**src/core/sdpsc_pkg.sv**
```systemverilog
// constants, types and decode helpers for the sdram power-state control block
package sdpsc_pkg;

  // register byte offsets
  localparam logic [3:0] SDPSC_CTRL_OFFSET = 4'h0;
  localparam logic [3:0] SDPSC_STATUS_OFFSET = 4'h4;

  // control field positions and reset value
  localparam int SDPSC_CTRL_TERM_BIT = 0;
  localparam int SDPSC_CTRL_CLEAR_BIT = 1;
  localparam logic [31:0] SDPSC_CTRL_RESET = 32'h0000_0001;

  // status field positions
  localparam int SDPSC_STAT_STATE_LSB = 0;
  localparam int SDPSC_STAT_BANK_LSB = 4;
  localparam int SDPSC_STAT_ILLEGAL_BIT = 8;
  localparam int SDPSC_STAT_READ_OK_BIT = 9;
  localparam int SDPSC_STAT_TERM_BIT = 10;

  // timing counts in clocks
  localparam int SDPSC_SREF_READ_CLOCKS = 200;
  localparam int SDPSC_SREF_NONREAD_CLOCKS = 10;
  localparam int SDPSC_CKE_MIN_CLOCKS = 3;

  typedef enum logic [3:0] {
    PS_NORMAL = 4'h1,
    PS_ACT_PD = 4'h2,
    PS_PRE_PD = 4'h4,
    PS_SELF_REF = 4'h8
  } sdpsc_state_type;

  // no-operation or deselect at this edge
  function automatic logic sdpsc_is_idle_cmd(input logic cs_n, input logic ras_n,
                                             input logic cas_n, input logic we_n);
    return cs_n | (ras_n & cas_n & we_n);
  endfunction

  // refresh command (also self refresh entry when clock enable falls)
  function automatic logic sdpsc_is_refresh(input logic cs_n, input logic ras_n,
                                            input logic cas_n, input logic we_n);
    return ~cs_n & ~ras_n & ~cas_n & we_n;
  endfunction

endpackage

```
**src/core/sdpsc_core.sv**
```systemverilog
// clock-enable power-state logic, write masking and register slave of the sdram device
//
// Added by the designer: the register offsets and the Avalon-MM slave port.
`timescale 1ns/1ps
`default_nettype none

module sdpsc_core
  import sdpsc_pkg::*;
#(
  parameter int DATA_WIDTH = 16,
  parameter int NONREAD_CLOCKS = SDPSC_SREF_NONREAD_CLOCKS
) (
  // clock and reset
  input wire logic i_clock,
  input wire logic i_rst,
  // command pins sampled at the rising edge
  input wire logic i_cke,
  input wire logic i_cs_n,
  input wire logic i_ras_n,
  input wire logic i_cas_n,
  input wire logic i_we_n,
  input wire logic [1:0] i_bank,
  input wire logic i_a10,
  input wire logic i_termination_enable,
  // write data beats
  input wire logic i_wdata_valid,
  input wire logic i_write_mask,
  input wire logic [DATA_WIDTH-1:0] i_wdata,
  // array write port
  output logic o_array_write,
  output logic [DATA_WIDTH-1:0] o_array_data,
  // state outputs
  output sdpsc_state_type o_power_state,
  output logic [3:0] o_bank_open,
  output logic o_termination_active,
  output logic o_read_allowed,
  output logic o_illegal,
  // avalon-mm slave
  input wire logic [3:0] i_avs_address,
  input wire logic i_avs_read,
  input wire logic i_avs_write,
  input wire logic [31:0] i_avs_writedata,
  output logic [31:0] o_avs_readdata,
  output logic o_avs_waitrequest
);

  logic cke_prev;
  logic [1:0] cke_run;
  logic [7:0] sref_cnt;
  logic [31:0] ctrl;
  logic illegal_sticky;

  // command decode
  wire idle_cmd = sdpsc_is_idle_cmd(i_cs_n, i_ras_n, i_cas_n, i_we_n);
  wire refresh_cmd = sdpsc_is_refresh(i_cs_n, i_ras_n, i_cas_n, i_we_n);
  wire activate_cmd = ~i_cs_n & ~i_ras_n & i_cas_n & i_we_n;
  wire precharge_cmd = ~i_cs_n & ~i_ras_n & i_cas_n & ~i_we_n;
  wire read_cmd = ~i_cs_n & i_ras_n & ~i_cas_n & i_we_n;
  wire any_open = |o_bank_open;

  // clock-enable edge pairs
  wire pair_hh = cke_prev & i_cke;
  wire pair_hl = cke_prev & ~i_cke;
  wire pair_lh = ~cke_prev & i_cke;
  wire in_normal = (o_power_state == PS_NORMAL);
  wire sref_reject = pair_hl & in_normal & refresh_cmd & any_open;
  wire sref_exit = pair_lh & (o_power_state == PS_SELF_REF);

  sdpsc_state_type next_state;
  always_comb begin
    next_state = o_power_state;
    unique case (o_power_state)
      PS_NORMAL: begin
        if (pair_hl && idle_cmd) begin
          next_state = any_open ? PS_ACT_PD : PS_PRE_PD;
        end else if (pair_hl && refresh_cmd && !any_open) begin
          next_state = PS_SELF_REF;
        end
      end
      // power down keeps rows but runs no refresh
      PS_ACT_PD, PS_PRE_PD, PS_SELF_REF: begin
        // low twice holds regardless of command pins
        if (pair_lh) begin
          next_state = PS_NORMAL;
        end
      end
    endcase
  end

  // bank row tracking, only with enable high on both edges
  logic [3:0] next_bank_open;
  always_comb begin
    next_bank_open = o_bank_open;
    if (pair_hh && in_normal && activate_cmd) begin
      next_bank_open[i_bank] = 1'b1;
    end else if (pair_hh && in_normal && precharge_cmd) begin
      if (i_a10) begin
        next_bank_open = 4'h0;
      end else begin
        next_bank_open[i_bank] = 1'b0;
      end
    end
  end

  // self refresh exit counter, saturates at the read delay
  wire [7:0] next_sref_cnt = sref_exit ? 8'h00 :
    (sref_cnt == 8'(SDPSC_SREF_READ_CLOCKS)) ? sref_cnt : sref_cnt + 8'h01;
  wire read_ok_next = (next_sref_cnt == 8'(SDPSC_SREF_READ_CLOCKS));
  wire in_exit_window = (sref_cnt < 8'(NONREAD_CLOCKS)) & ~read_ok_next;

  // protocol violations seen at the pins
  wire bad_pd_cmd = (pair_hl & in_normal & ~idle_cmd & ~refresh_cmd)
    | (pair_lh & ~in_normal & ~idle_cmd);
  wire bad_exit_cmd = pair_hh & in_normal & in_exit_window & ~idle_cmd;
  wire bad_early_read = pair_hh & in_normal & read_cmd & ~o_read_allowed;
  wire bad_dwell = (cke_prev != i_cke) & (cke_run < 2'(SDPSC_CKE_MIN_CLOCKS));
  wire next_illegal = bad_pd_cmd | bad_exit_cmd | bad_early_read | bad_dwell | sref_reject;
  wire [1:0] next_cke_run = (cke_prev != i_cke) ? 2'h1 :
    (cke_run == 2'(SDPSC_CKE_MIN_CLOCKS)) ? cke_run : cke_run + 2'h1;

  // termination never active in self refresh
  wire next_term = i_termination_enable & ctrl[SDPSC_CTRL_TERM_BIT]
    & (next_state != PS_SELF_REF);

  // register slave, one wait cycle per access
  wire bus_req = i_avs_read | i_avs_write;
  wire write_fire = i_avs_write & ~o_avs_waitrequest;
  wire ctrl_hit = (i_avs_address == SDPSC_CTRL_OFFSET);
  wire status_hit = (i_avs_address == SDPSC_STATUS_OFFSET);
  wire clear_req = write_fire & ctrl_hit & i_avs_writedata[SDPSC_CTRL_CLEAR_BIT];
  wire [31:0] status_word = {21'h0, o_termination_active, o_read_allowed, illegal_sticky,
    o_bank_open, o_power_state};
  wire [31:0] read_mux = ctrl_hit ? ctrl : status_hit ? status_word : 32'h0;

  always_ff @(posedge i_clock) begin
    if (i_rst) begin
      cke_prev <= 1'b1;
      cke_run <= 2'(SDPSC_CKE_MIN_CLOCKS);
      o_power_state <= PS_NORMAL;
      o_bank_open <= 4'h0;
      sref_cnt <= 8'(SDPSC_SREF_READ_CLOCKS);
      o_read_allowed <= 1'b1;
      o_illegal <= 1'b0;
      o_termination_active <= 1'b0;
    end else begin
      cke_prev <= i_cke;
      cke_run <= next_cke_run;
      o_power_state <= next_state;
      o_bank_open <= next_bank_open;
      sref_cnt <= next_sref_cnt;
      o_read_allowed <= read_ok_next;
      o_illegal <= next_illegal;
      o_termination_active <= next_term;
    end
  end

  // write beats: mask high inhibits, mask low stores
  always_ff @(posedge i_clock) begin
    if (i_rst) begin
      o_array_write <= 1'b0;
      o_array_data <= '0;
    end else begin
      o_array_write <= i_wdata_valid & ~i_write_mask;
      o_array_data <= i_wdata;
    end
  end

  always_ff @(posedge i_clock) begin
    if (i_rst) begin
      ctrl <= SDPSC_CTRL_RESET;
      illegal_sticky <= 1'b0;
      o_avs_waitrequest <= 1'b1;
      o_avs_readdata <= 32'h0;
    end else begin
      o_avs_waitrequest <= ~(bus_req & o_avs_waitrequest);
      if (i_avs_read && o_avs_waitrequest) begin
        o_avs_readdata <= read_mux;
      end
      if (write_fire && ctrl_hit) begin
        ctrl <= {31'h0, i_avs_writedata[SDPSC_CTRL_TERM_BIT]};
      end
      // a new violation wins over a clear in the same cycle
      if (next_illegal) begin
        illegal_sticky <= 1'b1;
      end else if (clear_req) begin
        illegal_sticky <= 1'b0;
      end
    end
  end

  // checks
  a_active_pd_entry: assert property (@(posedge i_clock) disable iff (i_rst)
    (pair_hl && in_normal && idle_cmd && any_open) |=> (o_power_state == PS_ACT_PD)
      && ($past(o_bank_open) == o_bank_open))
    else $error("active power down not entered with rows kept");

  a_precharge_pd_entry: assert property (@(posedge i_clock) disable iff (i_rst)
    (pair_hl && in_normal && idle_cmd && !any_open) |=> (o_power_state == PS_PRE_PD))
    else $error("precharge power down not entered");

  a_sref_entry_ok: assert property (@(posedge i_clock) disable iff (i_rst)
    (pair_hl && in_normal && refresh_cmd && !any_open) |=> (o_power_state == PS_SELF_REF))
    else $error("self refresh not entered from idle");

  a_sref_entry_reject: assert property (@(posedge i_clock) disable iff (i_rst)
    sref_reject |=> (o_power_state == PS_NORMAL) && o_illegal)
    else $error("self refresh entry with open rows not rejected");

  a_low_pair_hold: assert property (@(posedge i_clock) disable iff (i_rst)
    (!cke_prev && !i_cke && !in_normal) |=> $stable(o_power_state))
    else $error("power state left while clock enable stayed low");

  a_pd_exit: assert property (@(posedge i_clock) disable iff (i_rst)
    (pair_lh && !in_normal) |=> (o_power_state == PS_NORMAL))
    else $error("power state not left on clock enable rise");

  // clocks since the last self refresh exit, saturating
  logic [7:0] exit_age;
  always_ff @(posedge i_clock) begin
    if (i_rst) begin
      exit_age <= 8'hff;
    end else if (sref_exit) begin
      exit_age <= 8'h00;
    end else if (exit_age != 8'hff) begin
      exit_age <= exit_age + 8'h01;
    end
  end

  a_sref_read_delay: assert property (@(posedge i_clock) disable iff (i_rst)
    (exit_age == 8'(SDPSC_SREF_READ_CLOCKS)) |-> o_read_allowed)
    else $error("read not allowed after self refresh read delay");

  a_sref_read_block: assert property (@(posedge i_clock) disable iff (i_rst)
    sref_exit |=> !o_read_allowed [*8])
    else $error("read allowed too early after self refresh exit");

  a_term_off_sref: assert property (@(posedge i_clock) disable iff (i_rst)
    o_termination_active |-> (o_power_state != PS_SELF_REF))
    else $error("termination active in self refresh");

  a_mask_blocks: assert property (@(posedge i_clock) disable iff (i_rst)
    (i_wdata_valid && i_write_mask) |=> !o_array_write)
    else $error("masked beat written");

  a_unmask_stores: assert property (@(posedge i_clock) disable iff (i_rst)
    (i_wdata_valid && !i_write_mask) |=> o_array_write && (o_array_data == $past(i_wdata)))
    else $error("unmasked beat not stored");

  a_dwell_flag: assert property (@(posedge i_clock) disable iff (i_rst)
    (pair_hl ##1 pair_lh) |=> o_illegal)
    else $error("short clock enable pulse not flagged");

  a_bus_answer: assert property (@(posedge i_clock) disable iff (i_rst)
    (bus_req && o_avs_waitrequest) |=> !o_avs_waitrequest ##1 o_avs_waitrequest)
    else $error("bus answer not one cycle after request");

  a_high_pair_stay: assert property (@(posedge i_clock) disable iff (i_rst)
    (pair_hh && in_normal) |=> (o_power_state == PS_NORMAL))
    else $error("power state left with clock enable high twice");

  a_bank_hold: assert property (@(posedge i_clock) disable iff (i_rst)
    !(pair_hh && in_normal && (activate_cmd || precharge_cmd)) |=> $stable(o_bank_open))
    else $error("open rows changed without activate or precharge");

  a_early_read_flag: assert property (@(posedge i_clock) disable iff (i_rst)
    (pair_hh && in_normal && read_cmd && !o_read_allowed) |=> o_illegal)
    else $error("early read after self refresh not flagged");

  a_entry_bad_cmd: assert property (@(posedge i_clock) disable iff (i_rst)
    (pair_hl && in_normal && !idle_cmd && !refresh_cmd) |=> (o_power_state == PS_NORMAL)
      && o_illegal)
    else $error("power down entry with a command not refused");

  a_exit_cmd_flag: assert property (@(posedge i_clock) disable iff (i_rst)
    (pair_lh && !in_normal && !idle_cmd) |=> (o_power_state == PS_NORMAL) && o_illegal)
    else $error("exit with a command not flagged");

  a_wait_idle: assert property (@(posedge i_clock) disable iff (i_rst)
    !bus_req |=> o_avs_waitrequest)
    else $error("waitrequest low without a request");

endmodule

`default_nettype wire

```
**config.mk**
```make
export PLATFORM = sky130hd
export DESIGN_NAME = sdpsc_core
export DESIGN_NICKNAME = d
export VERILOG_FILES = /design/src/core/sdpsc_pkg.sv /design/src/core/sdpsc_core.sv
export SDC_FILE = /design/constraint.sdc
export NUM_CORES = 1
export LEC_CHECK = 0
export BUFFER_PORTS_ARGS = -buffer_cell sky130_fd_sc_hd__buf_4
export CORE_UTILIZATION = 45
export CTS_BUF_LIST = sky130_fd_sc_hd__clkbuf_16
export DETAILED_ROUTE_END_ITERATION = 10
export PLACE_DENSITY = 0.79
export SETUP_SLACK_MARGIN = 0.5
export SYNTH_ARGS = -nofsm -noshare
export SYNTH_HDL_FRONTEND = slang
export SYNTH_SLANG_ARGS = --single-unit
```
**constraint.sdc**
```tcl
create_clock -name i_clock -period 2.89 [get_ports i_clock]
set_clock_uncertainty 0.05 [all_clocks]
set_input_delay 0.289 -clock i_clock [delete_from_list [all_inputs] [get_ports i_clock]]
set_output_delay 0.289 -clock i_clock [all_outputs]
set_load 0.02 [all_outputs]
```
==> results of run 1 <==
==> per-layer routing <==
metal | routed length (um) | GRT usage, %
met2 | 2480 | 31.7
met5 | 0 | 0
met4 | 104 | 7.97
met1 | 1970 | 18.9
met3 | 333 | 5.49
==> cell families (layout without fill, tap and decap cells) <==
family | after synthesis | in the layout | synth area share (%)
and+or+nand+nor | 93 | 93 | 21.1
AOI/OAI and AO/OA | 57 | 57 | 15.5
DFF | 53 | 53 | 44.3
buffers and inverters | 42 | 95 | 10.5
xor gates and xnor gates | 11 | 11 | 4.03
adders and majority gates | 6 | 6 | 3.14
muxes | 3 | 3 | 1.31
other | 1 | 21 | 0.157
==> sequential cells by signal (all words and copies together) (netlist names) <==
name / flops
o_power_state: 4
cke_run: 2
illegal_sticky: 1
o_illegal: 1
o_termination_active: 1
sref_cnt: 8
o_avs_readdata: 11
o_array_data: 16
ctrl: 1
o_read_allowed: 1
o_avs_waitrequest: 1
cke_prev: 1
o_array_write: 1
o_bank_open: 4
==> critical path, cell delays in order (launching register included) <==
cell     delay, ns
dfxtp_1       0.51
or4b_4        0.54
or4_4         0.55
nor3_1        0.15
o21ai_0       0.09
a21oi_1       0.14
==> layout make-up <==
class                      count  area share, %
clock buffer                   5           4.09
clock inverter                 3          0.573
inverter                      11           1.35
multi-input combinational    191           37.8
sequential                    53           34.7
tap                           70           2.86
timing repair buffer          76           18.7
==> power by group through the flow <==
stage / clock network [mW] / registers, mW / logic, mW
final: 0.571 / 0.800 / 0.303
after detailed placement: 0 / 0.817 / 0.302
after CTS: 0.590 / 0.800 / 0.304
after floorplan: 0 / 0.838 / 0.190
after global routing: 0.626 / 0.806 / 0.336
after global placement: 0 / 0.815 / 0.298
==> cell usage in the layout, fill, tap and decap left out, types with 2 or more instances in the layout <==
master / instances
conb_1: 21
buf_4: 76
clkbuf_16: 5
nor3b_1: 2
nand4_1: 4
xor2_1: 8
o211a_1: 2
nand3_1: 9
a211oi_1: 2
nor4b_1: 3
nor4_1: 2
nor2b_1: 17
and3_1: 3
a21oi_1: 12
nor2_1: 24
a31o_2: 2
nand2_1: 13
xnor2_1: 3
a31oi_1: 2
o21ai_0: 12
o22ai_1: 2
mux2i_1: 2
o21ai_1: 4
dfxtp_1: 53
nand2b_1: 2
o211ai_1: 2
a22oi_1: 10
nor3_1: 6
ha_1: 6
inv_1: 12
==> worst paths after layout <==
check             cells after the start  slack (ns)           endpoint         startpoint
setup reg to reg                      5        0.79     o_bank_open[1]   o_power_state[0]
hold / removal                        2        0.11      o_array_write       i_write_mask
setup / recovery                      5        0.79     o_bank_open[1]   o_power_state[0]
hold reg to reg                       2        0.40  o_avs_readdata[0]  o_avs_readdata[0]
==> run_results.csv, run 1 <==
group,metric,value,unit
status,status,"finished clean",
clocking,numCtsBuffers,5,
global_routing,gr-total-overflow,0,
power,swShare,26.9,%
worst_setup_path,critPathMaxFanout,9,
synthesis,synth_top_area_share,44.3,%
clocking,cts_tree,"yes",
flow_run,maxCapViolCount,0,
drt,drtIter0Drc,85,
final_layout,drive_above_1_share,26.3,%
sta,max_freq,476,MHz
sta,worstMarginPinSlew,0.815,ns
power,power_frac_seq,47.8,%
global_routing,grt_pass1_vias,1816,
placement,hpwl,3620,um
power,p_int,1.22,mW
final_layout,area_growth,27.8,%
sta,hold_slack,0.108,ns
placement,pre_cts_slack,0.815,ns
worst_setup_path,crit_type,"reg2reg",
sta,rsz0062_at_grt,"no",
power,powerDensity,547,nW/um2
worst_setup_path,worst-endpoint-required,3.06,ns
drt,vias_per_cell,5.06,
drt,wire_per_inst,11.9,um
floorplan,placeableCoreArea,5110,um2
drt,finalWirelength,4890,um
synthesis,synth_common_cells,"53 x dfxtp_1, 24 x nor2_1, 21 x buf_4",
synthesis,yosysMostFrequentCell,"dfxtp_1",
sta,finalMaxSlewViolations,0,
synthesis,syn_area,2390,um2
global_routing,grt_max_degree,41,
floorplan,dieArea,5610,um2
placement,routabilityCongestion,0.849,
sta,final.setup.worst_slack,0.788,ns
clocking,cts_resized,0,
final_layout,multi_input_area,1160,um2
synthesis,yosys_warnings,0,
sta,finalCritPeriodShare,72.8,%
worst_setup_path,crit_path_end_kind,"flip-flop",
synthesis,ys_seq_area_share,44.3,%
synthesis,yosys.area.top_type,"dfxtp_1",
sta,finalHoldViolations,0,
synthesis,synth_cells,266,
synthesis,yosysUniqueCellTypes,48,
power,p_sw,450,uW
clocking,clockBufferDepth,2,
final_layout,num_antenna_cells,0,
global_routing,antenna_found_initial,0,
power,comb_power_share,18.1,%
synthesis,synth_edf_count,0,
synthesis,synth_ff_type,"dfxtp_1",
power,total_power,1.67,mW
drt,drc,0,
clocking,clk_pin_slew,0.07,ns
drt,vias,2071,
worst_setup_path,crit_path_start_kind,"flip-flop",
final_layout,seq_area,1060,um2
power,leakage,1.37,nW
clocking,hold_buffers,0,
power,peakVddDrop,0.000382,V
drt,drt_pass1_iterations,6,
global_routing,track_usage,17.6,%
sta,fin_crit,2.10,ns
synthesis,synth.ff_latch_count,53,
final_layout,finalNonFillerCells,409,
sta,relSlewSlack,45.2,%
clocking,numClockSinks,53,
final_layout,post-route-cell-area,3060,um2
drt,drtAntennaViolNets,0,
placement,numPortBuffers,76,
synthesis,synth.avg_cell_area,9.00,um2
sta,setup_violations,0,
final_layout,fin_util,59.9,%
global_routing,grt_pass1_wl,7490,um
floorplan,initial_core_util,46.9,%
clocking,htreeDepth,2,
worst_setup_path,arrival,2.27,ns
sta,tns,0,ns
power,clkPwrFrac,34.1,%
placement,placedCellCount,401,
final_layout,nets,411,
floorplan,io-pin-count,128,
floorplan,die_y,74.9,um
placement,placed_area,2920,um2
final_layout,fillers,460,
clocking,clk_latency,0.29,ns
clocking,cts-root-buf,"clkbuf_16",
synthesis,async_reset_ff_share,0,%
clocking,post-cts-setup-buffers,0,
min_path,hold_class,"in2reg",
synthesis,synth_area_leaders,"dfxtp_1 44%, buf_4 6.6%, nor2b_1 4.4%, nor2_1 3.8%, a22oi_1 3.1%",
floorplan,rows,26,
floorplan,dieWidth,74.9,um
(Power assumes the default switching activity.)
==> run 2: changes to the inputs <==
--- a/config.mk
+++ b/config.mk
@@ -5,6 +5,7 @@
 export SDC_FILE = /design/constraint.sdc
 export NUM_CORES = 1
 export LEC_CHECK = 0
+export ABC_AREA = 1
 export BUFFER_PORTS_ARGS = -buffer_cell sky130_fd_sc_hd__buf_4
 export CORE_UTILIZATION = 45
 export CTS_BUF_LIST = sky130_fd_sc_hd__clkbuf_16
==> constraint.sdc (replaced) <==
create_clock -name i_clock -period 2.05 [get_ports i_clock]
set_clock_uncertainty 0.05 [all_clocks]
set_input_delay 0.205 -clock i_clock [delete_from_list [all_inputs] [get_ports i_clock]]
set_output_delay 0.205 -clock i_clock [all_outputs]
set_load 0.02 [all_outputs]
==> run_results.csv, run 2 <==
group,metric,value,unit
status,status,"finished clean",
synthesis,synth_simple_gate_area_share,27.6,%
power,p_sw,705,uW
synthesis,async_reset_ff_share,0,%
clocking,cts-root-buf,"clkbuf_16",
sta,worstMarginPinSlew,0.713,ns
synthesis,yosys.area.top_type,"dfxtp_1",
clocking,post-cts-setup-buffers,0,
floorplan,initial_core_util,47.5,%
drt,vias_per_cell,4.65,
power,leakage,1.69,nW
clocking,cts_resized,0,
drt,drc,0,
sta,relSlewSlack,52.4,%
floorplan,die_y,76.2,um
synthesis,synth_compound_area_share,10.0,%
final_layout,nets,501,
final_layout,post-route-cell-area,3240,um2
min_path,hold_class,"in2reg",
power,clkPwrFrac,32.4,%
final_layout,multi_input_area,1180,um2
worst_setup_path,r2r_start,"sref_cnt[0]",
synthesis,yosys_warnings,0,
global_routing,grt_max_degree,31,
clocking,htreeDepth,2,
power,comb_power_share,20.4,%
synthesis,synth_common_cells,"67 x nand2_1, 59 x nor2_1, 53 x dfxtp_1",
sta,finalHoldViolations,0,
final_layout,top_register,"o_array_data",
drt,wire_per_inst,10.7,um
worst_setup_path,r2r_setup_slack,0.61,ns
clocking,clockBufferDepth,2,
final_layout,num_antenna_cells,0,
placement,pre_cts_slack,0.561,ns
floorplan,io-pin-count,128,
worst_setup_path,crit_path_start_kind,"flip-flop",
worst_setup_path,ff2ff_path_depth,11,
clocking,numCtsBuffers,5,
flow_run,maxCapViolCount,0,
sta,hold_slack,0.0128,ns
synthesis,synth-adder-area-share,3.03,%
global_routing,gr-total-overflow,0,
sta,max_freq,695,MHz
worst_setup_path,worst-endpoint-required,2.16,ns
worst_setup_path,critPathMaxFanout,5,
final_layout,fin_util,62.2,%
worst_setup_path,crit_type,"reg2reg",
synthesis,syn_area,2470,um2
power,power_frac_seq,47.2,%
synthesis,synth_xor_area_share,1.06,%
synthesis,ys_seq_area_share,42.9,%
worst_setup_path,endpoint,"o_read_allowed",
synthesis,synth.ff_latch_count,53,
global_routing,track_usage,18.7,%
final_layout,seq_area,1070,um2
synthesis,synth_mux_area_share,0,%
synthesis,yosysMostFrequentCell,"nand2_1",
placement,numPortBuffers,76,
synthesis,synth_edf_count,0,
floorplan,dieArea,5800,um2
power,p_int,1.75,mW
synthesis,synth_cells,354,
power,peakVddDrop,0.000605,V
clocking,hold_buffers,0,
drt,drtAntennaViolNets,0,
synthesis,yosysUniqueCellTypes,24,
clocking,clk_pin_slew,0.06,ns
final_layout,layout_commonest_cell,"buf_4",
placement,routabilityCongestion,0.837,
placement,placed_area,3020,um2
sta,rsz0062_at_grt,"yes",
synthesis,synth_top_area_share,42.9,%
final_layout,mostFrequentLayoutCells,"76 x buf_4, 64 x nand2_1, 50 x nor2_1",
clocking,clk_latency,0.29,ns
sta,setup_violations,0,
clocking,cts_tree,"yes",
synthesis,synth_ff_type,"dfxtp_1",
floorplan,rows,26,
floorplan,placeableCoreArea,5200,um2
final_layout,finalNonFillerCells,498,
power,total_power,2.45,mW
power,swShare,28.8,%
worst_setup_path,crit_path_end_kind,"flip-flop",
worst_setup_path,cp-startpoint,"sref_cnt[0]",
drt,drt_pass1_iterations,4,
synthesis,synth_area_leaders,"dfxtp_1 43%, nand2_1 10%, nor2_1 8.9%, inv_1 7.4%, buf_4 6.4%",
sta,finalMaxSlewViolations,0,
global_routing,grt_pass1_vias,2134,
final_layout,drive_above_1_share,27.8,%
placement,placedCellCount,491,
final_layout,fillers,465,
worst_setup_path,arrival,1.55,ns
synthesis,synth_top_family_by_area,"simple AND/OR/NAND/NOR gates",
sta,final.setup.worst_slack,0.611,ns
global_routing,grt_pass1_wl,8860,um
synthesis,synth.avg_cell_area,6.99,um2
sta,fin_crit,1.44,ns
sta,finalCritPeriodShare,70.2,%
final_layout,largestRegisters,"o_array_data: 16 flops, o_avs_readdata: 11 flops, sref_cnt: 8 flops",
drt,finalWirelength,5340,um
worst_setup_path,r2r-end,"o_read_allowed",
placement,hpwl,3850,um
final_layout,area_growth,30.7,%
clocking,numClockSinks,53,
final_layout,largest_register_ffs,16,
global_routing,antenna_found_initial,0,
floorplan,dieWidth,76.2,um
sta,tns,0,ns
drt,drtIter0Drc,107,
power,powerDensity,757,nW/um2
drt,vias,2314,
## run 2: cell count changes after synthesis, sizes merged, moves of 5 or more
cell	delta
a21oi	+7
nor2	+40
o21ai	+13
inv	+39
xor2	-5
nor2b	-17
nand3	+11
nand2	+55
a22oi	-10
## run 2: logic make-up after synthesis
| logic type | count (synthesis) |
|---|---|
| xor+xnor | 3 |
| compound gates | 49 |
| other cells | 1 |
| fa+ha+maj | 6 |
| flops | 53 |
| buf+inv | 80 |
| simple gates | 162 |
## run 2: routing by layer
layer  track usage, %  wire length (um)  vias to the layer above
met2             34.3              2740                       77
met3             4.67               342                       10
li1                 -                 -                     1198
met5                0                 0                        -
met1             20.8              2170                     1029
met4             6.54                83                        0
## run 2: layout make-up
class,instances,share of cell area [%]
Clock inverter,2,0.348
Clock buffer,5,3.87
Inverter,51,5.92
Tap cell,70,2.71
Sequential cell,53,33.2
Timing Repair Buffer,76,17.6
Multi-Input combinational cell,241,36.3
## run 2: worst min path at each step
| stage | startpoint | endpoint | slack, ns | cells past startpoint |
|---|---|---|---|---|
| global route | i_write_mask | o_array_write | 0.005 | 2 |
| global placement | i_write_mask | o_array_write | 0.31 | 2 |
| finish | i_write_mask | o_array_write | 0.01 | 2 |
| CTS | i_write_mask | o_array_write | 0.01 | 2 |
| detailed placement | i_write_mask | o_array_write | 0.31 | 2 |
| floorplan | i_write_mask | o_array_write | 0.23 | 1 |
## run 2: worst max-delay path, stage by stage (launching register included)
cell     delay, ns
dfxtp_4       0.36
inv_1         0.07
ha_1          0.14
nand2_1       0.05
nor2_2        0.10
nand2_1       0.11
o21ai_1       0.14
nand2_1       0.08
nand2_1       0.06
nor2_1        0.04
nand2_1       0.06
nand2_1       0.05
## run 2: power groups by stage
stage	Sequential, mW	Clock (mW)	Combinational [mW]
5_1_grt	1.17	0.853	0.553
2_1_floorplan	1.22	0	0.272
4_1_cts	1.15	0.805	0.484
6_report	1.16	0.793	0.501
3_5_place_dp	1.17	0	0.481
3_3_place_gp	1.17	0	0.471
==> run 3: changes to the inputs <==
==> constraint.sdc (replaced) <==
create_clock -name i_clock -period 1.5 [get_ports i_clock]
set_clock_uncertainty 0.05 [all_clocks]
set_input_delay 0.15 -clock i_clock [delete_from_list [all_inputs] [get_ports i_clock]]
set_output_delay 0.15 -clock i_clock [all_outputs]
set_load 0.02 [all_outputs]
==> run_results.csv, run 3 (synthesis results as in run 2) <==
group,metric,value,unit
floorplan,dieArea,5800,um2
floorplan,die_y,76.2,um
sta,hold_slack,0.00484,ns
floorplan,rows,26,
worst_setup_path,ff2ff_path_depth,8,
clocking,numCtsBuffers,5,
final_layout,top_register,"o_array_data",
worst_setup_path,worst-endpoint-required,1.67,ns
power,power_frac_seq,43.6,%
sta,tns,0,ns
worst_setup_path,crit_type,"reg2reg",
final_layout,largestRegisters,"o_array_data: 16 flops, o_avs_readdata: 11 flops, sref_cnt: 8 flops",
floorplan,dieWidth,76.2,um
power,swShare,31.2,%
power,clkPwrFrac,30.9,%
worst_setup_path,crit_path_end_kind,"flip-flop",
final_layout,mostFrequentLayoutCells,"86 x buf_4, 53 x nand2_1, 46 x nor2_1",
drt,drtIter0Drc,121,
placement,placedCellCount,493,
final_layout,layout_commonest_cell,"buf_4",
drt,drc,0,
global_routing,grt_max_degree,25,
final_layout,num_antenna_cells,0,
floorplan,placeableCoreArea,5200,um2
power,powerDensity,973,nW/um2
placement,hpwl,4010,um
floorplan,initial_core_util,47.5,%
sta,finalCritPeriodShare,95.2,%
min_path,hold_path_depth,3,
min_path,hold_class,"in2reg",
final_layout,fillers,392,
sta,fin_crit,1.43,ns
clocking,clk_latency,0.29,ns
global_routing,grt_pass1_vias,2365,
power,p_sw,1.15,mW
final_layout,nets,524,
final_layout,area_growth,52.8,%
worst_setup_path,crit_path_start_kind,"flip-flop",
flow_run,maxCapViolCount,0,
placement,numPortBuffers,76,
final_layout,finalNonFillerCells,522,
drt,vias,2579,
drt,drt_pass1_iterations,4,
sta,max_freq,700,MHz
sta,finalMaxSlewViolations,0,
status,status,"finished clean",
final_layout,largest_register_ffs,16,
drt,finalWirelength,6770,um
sta,finalHoldViolations,0,
worst_setup_path,arrival,1.60,ns
sta,setup_violations,0,
power,p_int,2.53,mW
drt,drtAntennaViolNets,0,
final_layout,drive_above_1_share,43.6,%
power,peakVddDrop,0.000760,V
drt,wire_per_inst,13.0,um
clocking,clk_pin_slew,0.07,ns
clocking,cts-root-buf,"clkbuf_16",
clocking,clockBufferDepth,2,
drt,vias_per_cell,4.94,
global_routing,grt_pass1_wl,10100,um
global_routing,antenna_found_initial,0,
worst_setup_path,critPathMaxFanout,5,
global_routing,track_usage,21.6,%
clocking,cts_tree,"yes",
clocking,numClockSinks,53,
placement,routabilityCongestion,0.796,
global_routing,gr-total-overflow,0,
power,leakage,1.87,nW
floorplan,io-pin-count,128,
sta,rsz0062_at_grt,"yes",
power,comb_power_share,25.6,%
clocking,htreeDepth,2,
## run 3: final cells by class
type	count	area (um2)	area share (%)
repair inverters	2	15.0	0.397
multi-input cells	241	1450	38.2
clock inverters	3	18.8	0.496
repair buffers	97	768	20.3
well taps	70	87.6	2.32
inverters	51	215	5.69
clock buffers	5	125	3.31
flip-flops and latches	53	1110	29.3
## run 3: metal layers
metal / vias to the layer above / global-route usage (%) / share of wire (%)
met4: 0 / 9.04 / 2.5
met5: - / 0 / 0
li1: 1252 / - / -
met3: 16 / 3.59 / 5.2
met2: 117 / 41.3 / 55
met1: 1194 / 23.2 / 37
## run 3: power by group through the flow
stage,clock network [mW],registers (mW),logic (mW)
CTS,1.15,1.58,0.830
global placement,0,1.61,0.668
detailed placement,0,1.61,0.681
floorplan,0,1.68,0.389
global route,1.21,1.61,1.02
finish,1.14,1.60,0.941
## run 3: final timing paths
check	from	endpoint	slack (ns)
setup reg to reg	o_power_state[1]	o_termination_active	0.07
hold / removal	i_wdata[9]	o_array_data[9]	0.005
setup / recovery	o_power_state[1]	o_termination_active	0.07
hold reg to reg	illegal_sticky	o_avs_readdata[8]	0.41
## run 3: critical path: stages (launching register included)
cell and delay (ns):
dfxtp_4 0.38, nor2_4 0.18, nand3_2 0.10, nand3_4 0.14, nand2_1 0.08, and2_4 0.17
nand2_1 0.07, nor2_1 0.05, nor2_1 0.13
## run 3: per-stage QoR
step           area, um2  power (mW)  setup WS [ns]  utilization [%]
2_1_floorplan       2630        2.07          0.231                -
5_1_grt             3780        3.85        -0.0179             72.7
4_1_cts             3490        3.56          0.106             67.0
3_3_place_gp        3110        2.28          0.129             59.8
3_5_place_dp        3110        2.29          0.103             59.8
6_report            3780        3.68         0.0723             72.7
## run 3: repair_timing
item | 4_1_cts | 5_1_grt
pin swaps | 16 | 18
buffers inserted | 9 | 9
endpoints found under the setup margin | 41 | 49
hold buffers | 1 | 0
gates resized for setup | 37 | 67
gates cloned | 2 | 0
hold endpoints to repair | 1 | 0
